`config.mk`:
```
export PLATFORM = sky130hd
export DESIGN_NAME = smc_top
export DESIGN_NICKNAME = d
export VERILOG_FILES = /design/src/hdl/smc_pkg.sv /design/src/hdl/smc_settle_if.sv /design/src/hdl/smc_settle_counter.sv /design/src/hdl/smc_top.sv
export SDC_FILE = /design/constraint.sdc
export NUM_CORES = 1
export LEC_CHECK = 0
export BUFFER_PORTS_ARGS = -buffer_cell sky130_fd_sc_hd__buf_2
export CAP_MARGIN = 20
export CORE_MARGIN = 3
export CORE_UTILIZATION = 45
export DETAILED_ROUTE_END_ITERATION = 8
export PLACE_DENSITY = 0.74
export SLEW_MARGIN = 40
export SYNTH_ARGS = -nofsm -noshare
export SYNTH_HDL_FRONTEND = slang
export SYNTH_SLANG_ARGS = --single-unit
```
`constraint.sdc`:
```
create_clock -name clk_in -period 2.1 [get_ports clk_in]
set_input_delay 0.21 -clock clk_in [delete_from_list [all_inputs] [get_ports clk_in]]
set_output_delay 0.21 -clock clk_in [all_outputs]
set_load 0.02 [all_outputs]
```
`src/hdl/smc_pkg.sv`:
```
/*
  Constants for the standby mode controller: control register layout,
  register offsets on the plain register port, settling counts and states.
  Assumes it is compiled before every file that names it.
*/
package smc_pkg;
  // ****************************************************************
  // Register map
  // ****************************************************************
  localparam logic [3:0] SMC_ADDR_SYSCTRL = 4'h0;
  localparam logic [3:0] SMC_ADDR_STATUS = 4'h1;
  localparam logic [3:0] SMC_ADDR_INTEN = 4'h2;
  localparam logic [7:0] SMC_SYSCTRL_RESET = 8'h09;
  localparam int SMC_BIT_SSB = 7;
  localparam int SMC_BIT_STS_HI = 6;
  localparam int SMC_BIT_STS_LO = 4;
  localparam int SMC_BIT_XRST = 3;
  localparam int SMC_BIT_NONMASKABLE_EDGE_SELECT = 2;
  localparam int SMC_BIT_HIE = 1;
  localparam int SMC_BIT_RAM_ENABLE_BIT = 0;
  localparam logic [7:0] SMC_INTEN_RESET = 8'h00;
  // ****************************************************************
  // Settling counts in oscillator clock states
  // ****************************************************************
  localparam logic [17:0] SMC_SETTLE_0 = 18'h02000;
  localparam logic [17:0] SMC_SETTLE_1 = 18'h04000;
  localparam logic [17:0] SMC_SETTLE_2 = 18'h08000;
  localparam logic [17:0] SMC_SETTLE_3 = 18'h10000;
  localparam logic [17:0] SMC_SETTLE_4 = 18'h20000;
  localparam logic [17:0] SMC_SETTLE_5 = 18'h00400;
  localparam int SMC_CNT_W = 18;
  // ****************************************************************
  // Sequencer states
  // ****************************************************************
  typedef enum logic [2:0] {
    SMC_RUN,
    SMC_SW_HW_STANDBY_PIN_N,
    SMC_SETTLE,
    SMC_RES_HOLD,
    SMC_HW_HW_STANDBY_PIN_N,
    SMC_HW_WAIT
  } smc_state_t;
endpackage

```
`src/hdl/smc_settle_if.sv`:
```
/*
  Interface between the sequencer and its settling counter.
  Assumes one clock shared by both ends.
*/
`timescale 1ns/1ps
`default_nettype none
interface smc_settle_if;
  logic start;
  logic [2:0] sel;
  logic done;
  modport ctrl (output start, output sel, input done);
  modport cnt (input start, input sel, output done);
endinterface
`default_nettype wire

```
`src/hdl/smc_settle_counter.sv`:
```
/*
  Settling counter, counting oscillator states after a restart.
  Assumes it is clocked by the restarted oscillator and enabled by ce_in.
*/
`timescale 1ns/1ps
`default_nettype none
module smc_settle_counter (
  // Clock, reset and enable
  input wire logic clk_in,
  input wire logic rst_in,
  input wire logic ce_in,
  // Sequencer side
  smc_settle_if.cnt sif
);
  logic [smc_pkg::SMC_CNT_W-1:0] cnt_q;
  logic [smc_pkg::SMC_CNT_W-1:0] target_q;
  logic busy_q;

  function automatic logic [smc_pkg::SMC_CNT_W-1:0] settle_count(input logic [2:0] sel);
    case (sel)
      3'h0: settle_count = smc_pkg::SMC_SETTLE_0;
      3'h1: settle_count = smc_pkg::SMC_SETTLE_1;
      3'h2: settle_count = smc_pkg::SMC_SETTLE_2;
      3'h3: settle_count = smc_pkg::SMC_SETTLE_3;
      3'h5: settle_count = smc_pkg::SMC_SETTLE_5;
      default: settle_count = smc_pkg::SMC_SETTLE_4;
    endcase
  endfunction

  always_ff @(posedge clk_in) begin
    if (rst_in) begin
      cnt_q <= '0;
      target_q <= '0;
      busy_q <= 1'b0;
      sif.done <= 1'b0;
    end else if (ce_in) begin
      sif.done <= 1'b0;
      if (sif.start) begin
        target_q <= settle_count(sif.sel);
        cnt_q <= 18'h00001;
        busy_q <= 1'b1;
      end else if (busy_q) begin
        if (cnt_q == target_q) begin
          busy_q <= 1'b0;
          sif.done <= 1'b1;
        end else begin
          cnt_q <= cnt_q + 18'h00001;
        end
      end
    end
  end
endmodule
`default_nettype wire

```
`src/hdl/smc_top.sv`:
```
/*
  Standby mode controller: software standby entry and wake, hardware
  standby entry and recovery, and the system control register.
  Assumes synchronous pin inputs, a halt pulse from the CPU, and that the
  oscillator clock drives clk_in while the gated system clock is clk_en_out.
*/
// The implementer's own choices: the strobed register port and the placing of the registers.
// How it works
// - Halt with standby select set enters software standby.
// - Software standby stops system clock, halts CPU and peripherals.
// - Entering software standby resets peripherals; CPU and RAM kept.
// - Software standby left only by reset, standby pin, qualifying interrupt.
// - Qualifying interrupt restarts oscillator, waits settling, then interrupt handling.
// - Reset low in standby restarts oscillator; rising reset starts reset handling.
// - Standby pin low in software standby goes to hardware standby.
// - Settling select codes 000 to 100 give 8192 to 131072 states.
// - Any select accepted; code 101 gives 1024 states.
// - Edge select bit picks falling (0) or rising (1) wake edge.
// - Ports hold their output states during software standby.
// - Standby pin low from any state enters hardware standby.
// - Hardware standby halts all, resets peripherals, floats ports; RAM kept.
// - Standby pin high restarts oscillator; rising reset resumes execution.
// - Standby select stays set after interrupt wake until software clears.
// - Standby select is bit 7; settling select is bits 6 to 4.
`timescale 1ns/1ps
`default_nettype none
module smc_top (
  // Clock, reset and enable
  input wire logic clk_in,
  input wire logic rst_in,
  input wire logic ce_in,
  // Register port
  input wire logic [3:0] reg_addr_in,
  input wire logic [7:0] reg_wdata_in,
  input wire logic reg_wr_in,
  input wire logic reg_rd_in,
  output logic [7:0] reg_rdata_out,
  // CPU and pins
  input wire logic cpu_halt_in,
  input wire logic reset_pin_n_in,
  input wire logic hw_standby_pin_n_in,
  input wire logic nmi_pin_n_in,
  input wire logic [7:0] irq_in,
  input wire logic [15:0] key_input_lines_in,
  // Power control outputs
  output logic clk_en_out,
  output logic cpu_halt_out,
  output logic periph_reset_out,
  output logic cpu_reset_out,
  output logic port_hold_out,
  output logic port_float_out,
  output logic int_start_out,
  output logic osc_run_out
);
  // Lines that may wake the chip; line 6 also gathers the key inputs.
  localparam logic [7:0] QUAL_LINES = 8'h47;
  localparam int KEY_LINE = 6;
  smc_pkg::smc_state_t state_q;
  logic [7:0] sysctrl_q;
  logic [7:0] inten_q;
  logic nmi_prev_q;
  logic res_prev_q;
  logic wake_int;
  logic nmi_edge;
  logic any_int;
  logic [7:0] status_word;
  logic [7:0] line_req;
  logic key_low;
  logic wr_ok;
  smc_settle_if sif ();

  smc_settle_counter u_settle (
    .clk_in(clk_in),
    .rst_in(rst_in),
    .ce_in(ce_in),
    .sif(sif)
  );

  // ****************************************************************
  // State decodes
  // ****************************************************************
  // Both hardware standby states float the ports and hold the registers in reset.
  function automatic logic in_hw_standby(input smc_pkg::smc_state_t st);
    in_hw_standby = (st == smc_pkg::SMC_HW_HW_STANDBY_PIN_N) || (st == smc_pkg::SMC_HW_WAIT);
  endfunction

  // Settling still counts as software standby: ports hold until the clock returns.
  function automatic logic in_sw_standby(input smc_pkg::smc_state_t st);
    in_sw_standby = (st == smc_pkg::SMC_SW_HW_STANDBY_PIN_N) || (st == smc_pkg::SMC_SETTLE);
  endfunction

  // The CPU stays in reset until the reset pin rises, from either kind of standby.
  function automatic logic holds_cpu_reset(input smc_pkg::smc_state_t st);
    holds_cpu_reset = (st == smc_pkg::SMC_RES_HOLD) || in_hw_standby(st);
  endfunction

  // ****************************************************************
  // Wake detection
  // ****************************************************************
  // selected nmi edge
  assign nmi_edge = sysctrl_q[smc_pkg::SMC_BIT_NONMASKABLE_EDGE_SELECT] ? (!nmi_prev_q && nmi_pin_n_in)
                                                       : (nmi_prev_q && !nmi_pin_n_in);
  // qualifying lines only
  // Lines 3, 4, 5 and 7 never wake the chip, whatever their enables say, so a
  // forgotten enable costs power but cannot cause a false wake.
  assign key_low = !(&key_input_lines_in);
  for (genvar i = 0; i < 8; i++) begin : g_line
    if (i == KEY_LINE) begin : g_key
      assign line_req[i] = inten_q[i] & (irq_in[i] | key_low);
    end else if (QUAL_LINES[i]) begin : g_irq
      assign line_req[i] = inten_q[i] & irq_in[i];
    end else begin : g_off
      assign line_req[i] = 1'b0;
    end
  end
  assign any_int = |line_req;
  assign wake_int = nmi_edge | any_int;
  assign sif.sel = sysctrl_q[smc_pkg::SMC_BIT_STS_HI:smc_pkg::SMC_BIT_STS_LO];
  assign sif.start = ce_in && (state_q == smc_pkg::SMC_SW_HW_STANDBY_PIN_N) && hw_standby_pin_n_in
                     && reset_pin_n_in && wake_int;
  assign status_word = {5'h00, 3'(state_q)};

  always_ff @(posedge clk_in) begin
    if (rst_in) begin
      nmi_prev_q <= 1'b1;
      res_prev_q <= 1'b1;
    end else if (ce_in) begin
      nmi_prev_q <= nmi_pin_n_in;
      res_prev_q <= reset_pin_n_in;
    end
  end

  // ****************************************************************
  // Sequencer
  // ****************************************************************
  always_ff @(posedge clk_in) begin
    if (rst_in) begin
      state_q <= smc_pkg::SMC_RUN;
    end else if (ce_in) begin
      if (!hw_standby_pin_n_in) begin
        state_q <= smc_pkg::SMC_HW_HW_STANDBY_PIN_N;
      end else begin
        case (state_q)
          smc_pkg::SMC_RUN: begin
            if (cpu_halt_in && sysctrl_q[smc_pkg::SMC_BIT_SSB]) begin
              state_q <= smc_pkg::SMC_SW_HW_STANDBY_PIN_N;
            end
          end
          smc_pkg::SMC_SW_HW_STANDBY_PIN_N: begin
            if (!reset_pin_n_in) begin
              state_q <= smc_pkg::SMC_RES_HOLD;
            end else if (wake_int) begin
              state_q <= smc_pkg::SMC_SETTLE;
            end
          end
          smc_pkg::SMC_SETTLE: begin
            if (!reset_pin_n_in) begin
              state_q <= smc_pkg::SMC_RES_HOLD;
            end else if (sif.done) begin
              state_q <= smc_pkg::SMC_RUN;
            end
          end
          smc_pkg::SMC_RES_HOLD: begin
            if (reset_pin_n_in && !res_prev_q) begin
              state_q <= smc_pkg::SMC_RUN;
            end
          end
          smc_pkg::SMC_HW_HW_STANDBY_PIN_N: begin
            state_q <= smc_pkg::SMC_HW_WAIT;
          end
          smc_pkg::SMC_HW_WAIT: begin
            if (reset_pin_n_in && !res_prev_q) begin
              state_q <= smc_pkg::SMC_RUN;
            end
          end
          default: begin
            state_q <= smc_pkg::SMC_RUN;
          end
        endcase
      end
    end
  end

  // ****************************************************************
  // Registers
  // ****************************************************************
  // Writes are taken only while running; the CPU cannot issue them otherwise.
  assign wr_ok = reg_wr_in && (state_q == smc_pkg::SMC_RUN);

  // Software standby leaves both registers alone, so the select bits survive a wake;
  // only hardware standby returns them to their initial values.
  // reset registers
  always_ff @(posedge clk_in) begin
    if (rst_in) begin
      sysctrl_q <= smc_pkg::SMC_SYSCTRL_RESET;
    end else if (ce_in) begin
      if (in_hw_standby(state_q)) begin
        sysctrl_q <= smc_pkg::SMC_SYSCTRL_RESET;
      end else if (wr_ok && reg_addr_in == smc_pkg::SMC_ADDR_SYSCTRL) begin
        // The reset-status bit is read-only and keeps its value.
        sysctrl_q <= {reg_wdata_in[7:4], sysctrl_q[smc_pkg::SMC_BIT_XRST],
                      reg_wdata_in[2:0]};
      end
    end
  end

  always_ff @(posedge clk_in) begin
    if (rst_in) begin
      inten_q <= smc_pkg::SMC_INTEN_RESET;
    end else if (ce_in) begin
      if (in_hw_standby(state_q)) begin
        inten_q <= smc_pkg::SMC_INTEN_RESET;
      end else if (wr_ok && reg_addr_in == smc_pkg::SMC_ADDR_INTEN) begin
        inten_q <= reg_wdata_in;
      end
    end
  end

  always_ff @(posedge clk_in) begin
    if (rst_in) begin
      reg_rdata_out <= 8'h00;
    end else if (ce_in) begin
      reg_rdata_out <= 8'h00;
      if (reg_rd_in) begin
        case (reg_addr_in)
          smc_pkg::SMC_ADDR_SYSCTRL: reg_rdata_out <= sysctrl_q;
          smc_pkg::SMC_ADDR_STATUS: reg_rdata_out <= status_word;
          smc_pkg::SMC_ADDR_INTEN: reg_rdata_out <= inten_q;
          default: reg_rdata_out <= 8'h00;
        endcase
      end
    end
  end

  // ****************************************************************
  // Power outputs
  // ****************************************************************
  // Every output is registered from the state (int_start_out also from sif.done and pins, osc_run_out from the standby pin), so each lags by one
  // cycle; the sequencer never reads its own outputs back.
  // clock stopped, all halted
  // clock gated on at count end
  always_ff @(posedge clk_in) begin
    if (rst_in) begin
      clk_en_out <= 1'b1;
      cpu_halt_out <= 1'b0;
    end else if (ce_in) begin
      clk_en_out <= (state_q == smc_pkg::SMC_RUN);
      cpu_halt_out <= (state_q != smc_pkg::SMC_RUN);
    end
  end

  always_ff @(posedge clk_in) begin
    if (rst_in) begin
      periph_reset_out <= 1'b0;
      cpu_reset_out <= 1'b0;
    end else if (ce_in) begin
      periph_reset_out <= (state_q != smc_pkg::SMC_RUN);
      cpu_reset_out <= holds_cpu_reset(state_q);
    end
  end

  // Ports hold or float, never both: the two kinds of standby use disjoint states.
  // ports hold
  always_ff @(posedge clk_in) begin
    if (rst_in) begin
      port_hold_out <= 1'b0;
      port_float_out <= 1'b0;
    end else if (ce_in) begin
      port_hold_out <= in_sw_standby(state_q);
      port_float_out <= in_hw_standby(state_q);
    end
  end

  always_ff @(posedge clk_in) begin
    if (rst_in) begin
      int_start_out <= 1'b0;
      osc_run_out <= 1'b1;
    end else if (ce_in) begin
      int_start_out <= (state_q == smc_pkg::SMC_SETTLE) && sif.done && reset_pin_n_in &&
                       hw_standby_pin_n_in;
      osc_run_out <= (state_q != smc_pkg::SMC_SW_HW_STANDBY_PIN_N) && hw_standby_pin_n_in;
    end
  end
endmodule
`default_nettype wire

```
==> impl_metrics.json, run 1 <==
{
  "netlist_instances": 382,
  "rows": 29,
  "antenna_found_initial": 0,
  "path_clk_slew_ps": 70,
  "clk-insertion-delay-late_ps": 340,
  "io_pins": 61,
  "dr_total_vias": 2980,
  "core_um2": 6530,
  "drt-wirelength-per-cell_um": 14.9,
  "max_stage_delay_ps": 390,
  "r2r_cells": 7,
  "powerDensity_nw_per_um2": 682,
  "tightest_slew_ps": 583,
  "synthArstFlopShare": 0,
  "nets": 485,
  "max_freq_mhz": 510,
  "avgSynthCellArea_um2": 8.18,
  "cts_buffers": 9,
  "period_share": 0.934,
  "synth-seq-cells": 62,
  "root_buffer": "clkbuf_8",
  "period_needed_ps": 1960,
  "grt_setup_unrepaired": "no",
  "max-cap-violations": 0,
  "final-setup-viol-count": 0,
  "cts_max_path_buffers": 2,
  "max_slew_margin": 0.610,
  "fp.dieW_um": 89.3,
  "synth_edf_count": 0,
  "start_kind": "flip-flop",
  "track_usage": 0.210,
  "holdPathStages": 3,
  "grt_pass1_wl_um": 13000,
  "areaGrowthSynthToFinish_pct": 21.0,
  "total_power_uw": 2580,
  "fin_util": 0.579,
  "ir_drop_uv": 506,
  "routed_via_density": 5.74,
  "start_util": 0.478,
  "die_h_um": 89.3,
  "ys.warnings.count": 0,
  "timing_hold_violations_final": 0,
  "tns_ps": 0,
  "io_buffers": 56,
  "cts_sinks": 62,
  "critPathSlowestCell": "a2111o_1",
  "crit_type": "reg2reg",
  "grt-ovfl-total": 0,
  "instances_no_fill": 519,
  "place.gp.congestion": 0.891,
  "fin_ws_ps": 139,
  "h-tree-depth": 3,
  "drive_above_1_share": 0.226,
  "skew_ps": 10.5,
  "slew_viol_final": 0,
  "die-area_um2": 7980,
  "drt_iter0_markers": 153,
  "cts_tree": "done",
  "yosysUniqueCellTypes": 53,
  "hold_buffers": 0,
  "grt_pass1_vias": 2784,
  "cp.arrival_ps": 2260,
  "critPathRequiredTime_ps": 2390,
  "min-delay-start": "reg_wdata_in[3]",
  "final_common_cell": "nand2_1",
  "syn_nets": 429,
  "r2r-start": "inten_q[1]$_SDFFE_PP0P_",
  "layout_common_cells": "nand2_1 (67), dfxtp_1 (62), buf_2 (56)",
  "outcome": "finished, final reports clean",
  "grt_max_degree": 35,
  "ant_nets": 0,
  "r2r_end": "u_settle.cnt_q[2]$_SDFFE_PP0P_",
  "drc": 0,
  "synth_top_flop_cell": "dfxtp_1",
  "path_cells": "a222oi_1 > o211a_1 > nor2_2 > or3_1 > buf_12 > a2111o_1 > nand2_1",
  "hpwl_um": 5350,
  "r2r_setup_slack_ps": 140,
  "place_ws_ps": 92.5,
  "ys_seq_area_frac": 0.397,
  "path_max_fanout": 14,
  "routed_wl_um": 7720,
  "first_pass_iters": 4,
  "p_leak_uw": 0.00146,
  "antenna_cells": 0,
  "endpoint_kind": "flip-flop",
  "syn_area_um2": 3120,
  "holdPathEnd": "inten_q[3]$_SDFFE_PP0P_",
  "dpl.cell_count": 504,
  "worst_hold_path_type": "in2reg",
  "cp-startpoint": "inten_q[1]$_SDFFE_PP0P_"
}
report_power, final:
group | switching [µW] | internal (µW)
registers | 7.73 | 1190
logic | 119 | 82.3
clock network | 453 | 727
kinds of logic (layout without fill, tap and decap cells):
group / Yosys count / after routing / synth area share
muxes: 14 / 14 / 0.0449
and+or+nand+nor: 164 / 164 / 0.272
xor gates and xnor gates: 8 / 8 / 0.0224
adders and majority gates: 2 / 2 / 0.00801
buffers and inverters: 36 / 96 / 0.0509
AOI/OAI and AO/OA: 96 / 96 / 0.205
DFF: 62 / 62 / 0.397
metal layers:
| metal | GRT usage | part of all wire | wire length (µm) | vias up |
|---|---|---|---|---|
| met5 | 0 | 0 | 0 | - |
| met4 | 0.0812 | 0.014 | 111 | 0 |
| met3 | 0.0544 | 0.053 | 411 | 10 |
| met2 | 0.342 | 0.48 | 3670 | 84 |
| met1 | 0.266 | 0.46 | 3520 | 1395 |
| li1 | - | - | - | 1491 |
sequential cells by signal, summed over array words and instances (netlist names):
register and cells:
u_settle.cnt_q 18, inten_q 8, reg_rdata_out 8, sysctrl_q 8
u_settle.target_q 6, state_q 3, clk_en_out 1, cpu_reset_out 1
int_start_out 1, nmi_prev_q 1, osc_run_out 1, periph_reset_out 1
port_float_out 1, port_hold_out 1, res_prev_q 1, u_settle.busy_q 1
u_settle.sif.done 1
through the flow:
step	hold WS [ps]	instance area, µm²
after global placement	427	3540
after floorplan	339	3120
after detailed placement	434	3540
after global routing	97.9	3780
final	103	3780
after CTS	84.5	3760
what timing repair did:
item / CTS / global route
endpoints found under the setup margin: 0 / 21
gates resized for setup: 0 / 4
setup buffers: 0 / 0
worst max-delay path: cells and delay by family (launching register included):
family / cells / cell delay [ps]
flip-flops: 1 / 330
buffers and inverters: 1 / 170
AND/OR/NAND/NOR: 3 / 500
AO/OA/AOI/OAI: 3 / 930
synthesized netlist by cell type, types with 3 or more instances:
| cell | number | share of area |
|---|---|---|
| a2111o_1 | 13 | 0.047 |
| nand4_1 | 11 | 0.022 |
| nor3_1 | 7 | 0.011 |
| nor2b_1 | 6 | 0.012 |
| clkbuf_1 | 16 | 0.019 |
| nor2_1 | 15 | 0.018 |
| inv_1 | 7 | 0.0084 |
| nand2_1 | 67 | 0.080 |
| a21oi_1 | 42 | 0.067 |
| buf_2 | 9 | 0.014 |
| or3_1 | 3 | 0.0060 |
| mux2i_1 | 14 | 0.045 |
| and3_1 | 3 | 0.0060 |
| a22o_1 | 3 | 0.0084 |
| o21ai_1 | 5 | 0.0080 |
| dfxtp_1 | 62 | 0.40 |
| nand3_1 | 27 | 0.043 |
| xnor2_1 | 7 | 0.020 |
| nand2b_1 | 6 | 0.012 |
| o21ai_0 | 15 | 0.024 |
| o2111ai_1 | 6 | 0.017 |
worst max-delay path by stage:
stage	endpoint	slack, ps	cells after the start
after floorplan	u_settle.cnt_q[11]$_SDFFE_PP0P_	240	9
after global placement	u_settle.cnt_q[2]$_SDFFE_PP0P_	140	8
after detailed placement	u_settle.cnt_q[14]$_SDFFE_PP0P_	90	9
after CTS	u_settle.cnt_q[1]$_SDFFE_PP0P_	90	9
after global routing	u_settle.cnt_q[7]$_SDFFE_PP0P_	30	8
final	u_settle.cnt_q[2]$_SDFFE_PP0P_	140	7
layout make-up:
cell class / count / area [µm²]
fillers: 610 / 2750
multi-input cells: 284 / 1750
clock inverters: 3 / 67.6
clock buffers: 12 / 155
flip-flops and latches: 62 / 1240
well taps: 77 / 96.3
repair buffers: 73 / 445
inverters: 8 / 30.0
Power figures use the tool's default switching activity.
==> run 2, diff against run 1 <==
GPL_TIMING_DRIVEN = 0   (was unset)
REMOVE_ABC_BUFFERS = 1   (was unset)
==> run 2 against run 1 <==
Die area did not move; maximum frequency is 5.5% lower; clock power rose by 3%; critical path type unchanged; highest routed layer unchanged; routed wire length increased by 6.6%; utilization increased by 1.1 points; sequential power is essentially flat; clock skew fell by 0.72 ps.
==> impl_metrics.json, run 2 (same netlist as run 1, synthesis figures left out) <==
{
  "postLayoutCellArea_um2": 3850,
  "grt_setup_unrepaired": "yes",
  "tns_ps": 0,
  "grt_pass1_vias": 2833,
  "core_um2": 6530,
  "grt-ovfl-total": 0,
  "path_max_fanout": 23,
  "root_buffer": "clkbuf_8",
  "tightest_slew_ps": 751,
  "top_layer": "met4",
  "drive_above_1_share": 0.259,
  "antenna_cells": 0,
  "cp-startpoint": "state_q[1]$_SDFFE_PP0P_",
  "max_stage_delay_ps": 480,
  "place_ws_ps": -354,
  "p_leak_uw": 0.00147,
  "start_util": 0.478,
  "layout_common_cells": "nand2_1 (67), dfxtp_1 (56), buf_2 (56)",
  "met1_length_um": 3540,
  "period_needed_ps": 2070,
  "skew_ps": 9.81,
  "rows": 29,
  "max_freq_mhz": 482,
  "dr_total_vias": 3040,
  "fin_ws_ps": 25.4,
  "max-cap-violations": 0,
  "io_buffers": 56,
  "h-tree-depth": 3,
  "slew_viol_final": 0,
  "routed_via_density": 5.83,
  "outcome": "finished, final reports clean",
  "cts_tree": "done",
  "nets": 486,
  "period_share": 0.988,
  "die_h_um": 89.3,
  "areaGrowthSynthToFinish_pct": 23.4,
  "track_usage": 0.209,
  "endpoint_kind": "flip-flop",
  "die-area_um2": 7980,
  "drc": 0,
  "path_cells": "and2b_2 > nand4_1 > buf_4 > a211oi_4 > nor2_4 > buf_16 > or3b_2 > a21oi_2",
  "crit_type": "reg2reg",
  "ir_drop_uv": 560,
  "worst_hold_path_type": "in2reg",
  "hpwl_um": 5330,
  "cts_buffers": 9,
  "antenna_found_initial": 0,
  "hold_buffers": 0,
  "path_clk_slew_ps": 70,
  "wl_met2_um": 4090,
  "wl_met3_um": 474,
  "min-delay-start": "reg_wdata_in[3]",
  "max_slew_margin": 0.499,
  "dpl_cell_area_um2": 3440,
  "grt_pass1_wl_um": 13100,
  "critPathRequiredTime_ps": 2370,
  "io_pins": 61,
  "fp.dieW_um": 89.3,
  "r2r-start": "state_q[1]$_SDFFE_PP0P_",
  "largest_reg_flops": 18,
  "top_register": "u_settle.cnt_q",
  "ant_nets": 0,
  "final-setup-viol-count": 0,
  "clk-insertion-delay-late_ps": 340,
  "timing_hold_violations_final": 0,
  "place.gp.congestion": 0.884,
  "start_kind": "flip-flop",
  "fillerInstances": 576,
  "fin_util": 0.590,
  "grt_max_degree": 37,
  "drt-wirelength-per-cell_um": 15.8,
  "first_pass_iters": 5,
  "critPathSlowestCell": "or3b_2",
  "cp.arrival_ps": 2340,
  "drt_iter0_markers": 217,
  "cts_sinks": 62,
  "cts_max_path_buffers": 2,
  "final_common_cell": "nand2_1",
  "powerDensity_nw_per_um2": 677,
  "routed_wl_um": 8230
}
[run 2: power by group]
| part | switching [µW] | total, µW | internal, µW |
|---|---|---|---|
| clock | 483 | 1220 | 733 |
| combinational | 119 | 197 | 77.8 |
| sequential | 10.2 | 1200 | 1190 |
| total | 612 | 2610 | 2000 |
[run 2: routing by layer]
layer / vias to the layer above / track usage
li1: 1505 / -
met1: 1417 / 0.264
met2: 108 / 0.350
met3: 10 / 0.0332
met4: 0 / 0.0974
met5: - / 0
[run 2: final cells by class]
class                           count  area [µm²]  area share
Timing Repair Buffer               72         428       0.111
Inverter                            8        30.0     0.00779
Clock buffer                       11         151      0.0393
Multi-Input combinational cell    286        1810       0.470
Clock inverter                      5        81.3      0.0211
Sequential cell                    62        1260       0.326
Tap cell                           77        96.3      0.0250
[run 2: final timing paths]
check	endpoint	slack [ps]	cells after the start
setup / recovery	u_settle.target_q[10]$_SDFFE_PP0P_	30	8
hold / removal	inten_q[3]$_SDFFE_PP0P_	100	3
setup reg to reg	u_settle.target_q[10]$_SDFFE_PP0P_	30	8
hold reg to reg	reg_rdata_out[4]$_SDFFE_PP0P_	450	2
[run 2: stage by stage]
step           total power [µW]  hold slack (ps)  cells
3_5_place_dp               1400              435    491
5_1_grt                    2690              119    521
3_3_place_gp               1400              430    487
4_1_cts                    2620             84.3    516
2_1_floorplan              1310              279    354
6_report                   2610             97.8    521
[run 2: worst max-delay path, delay by kind of cell (launching register included)]
family / cells / cell delay [ps]
AND/OR/NAND/NOR: 4 / 910
flip-flops: 1 / 360
buffers and inverters: 2 / 350
AO/OA/AOI/OAI: 2 / 380
[run 2: what timing repair did]
item / in CTS / in global routing
resized for setup: 13 / 10
setup endpoints to repair: 36 / 22
pin swaps: 4 / 6
setup buffers: 8 / 4
gates cloned: 1 / 1
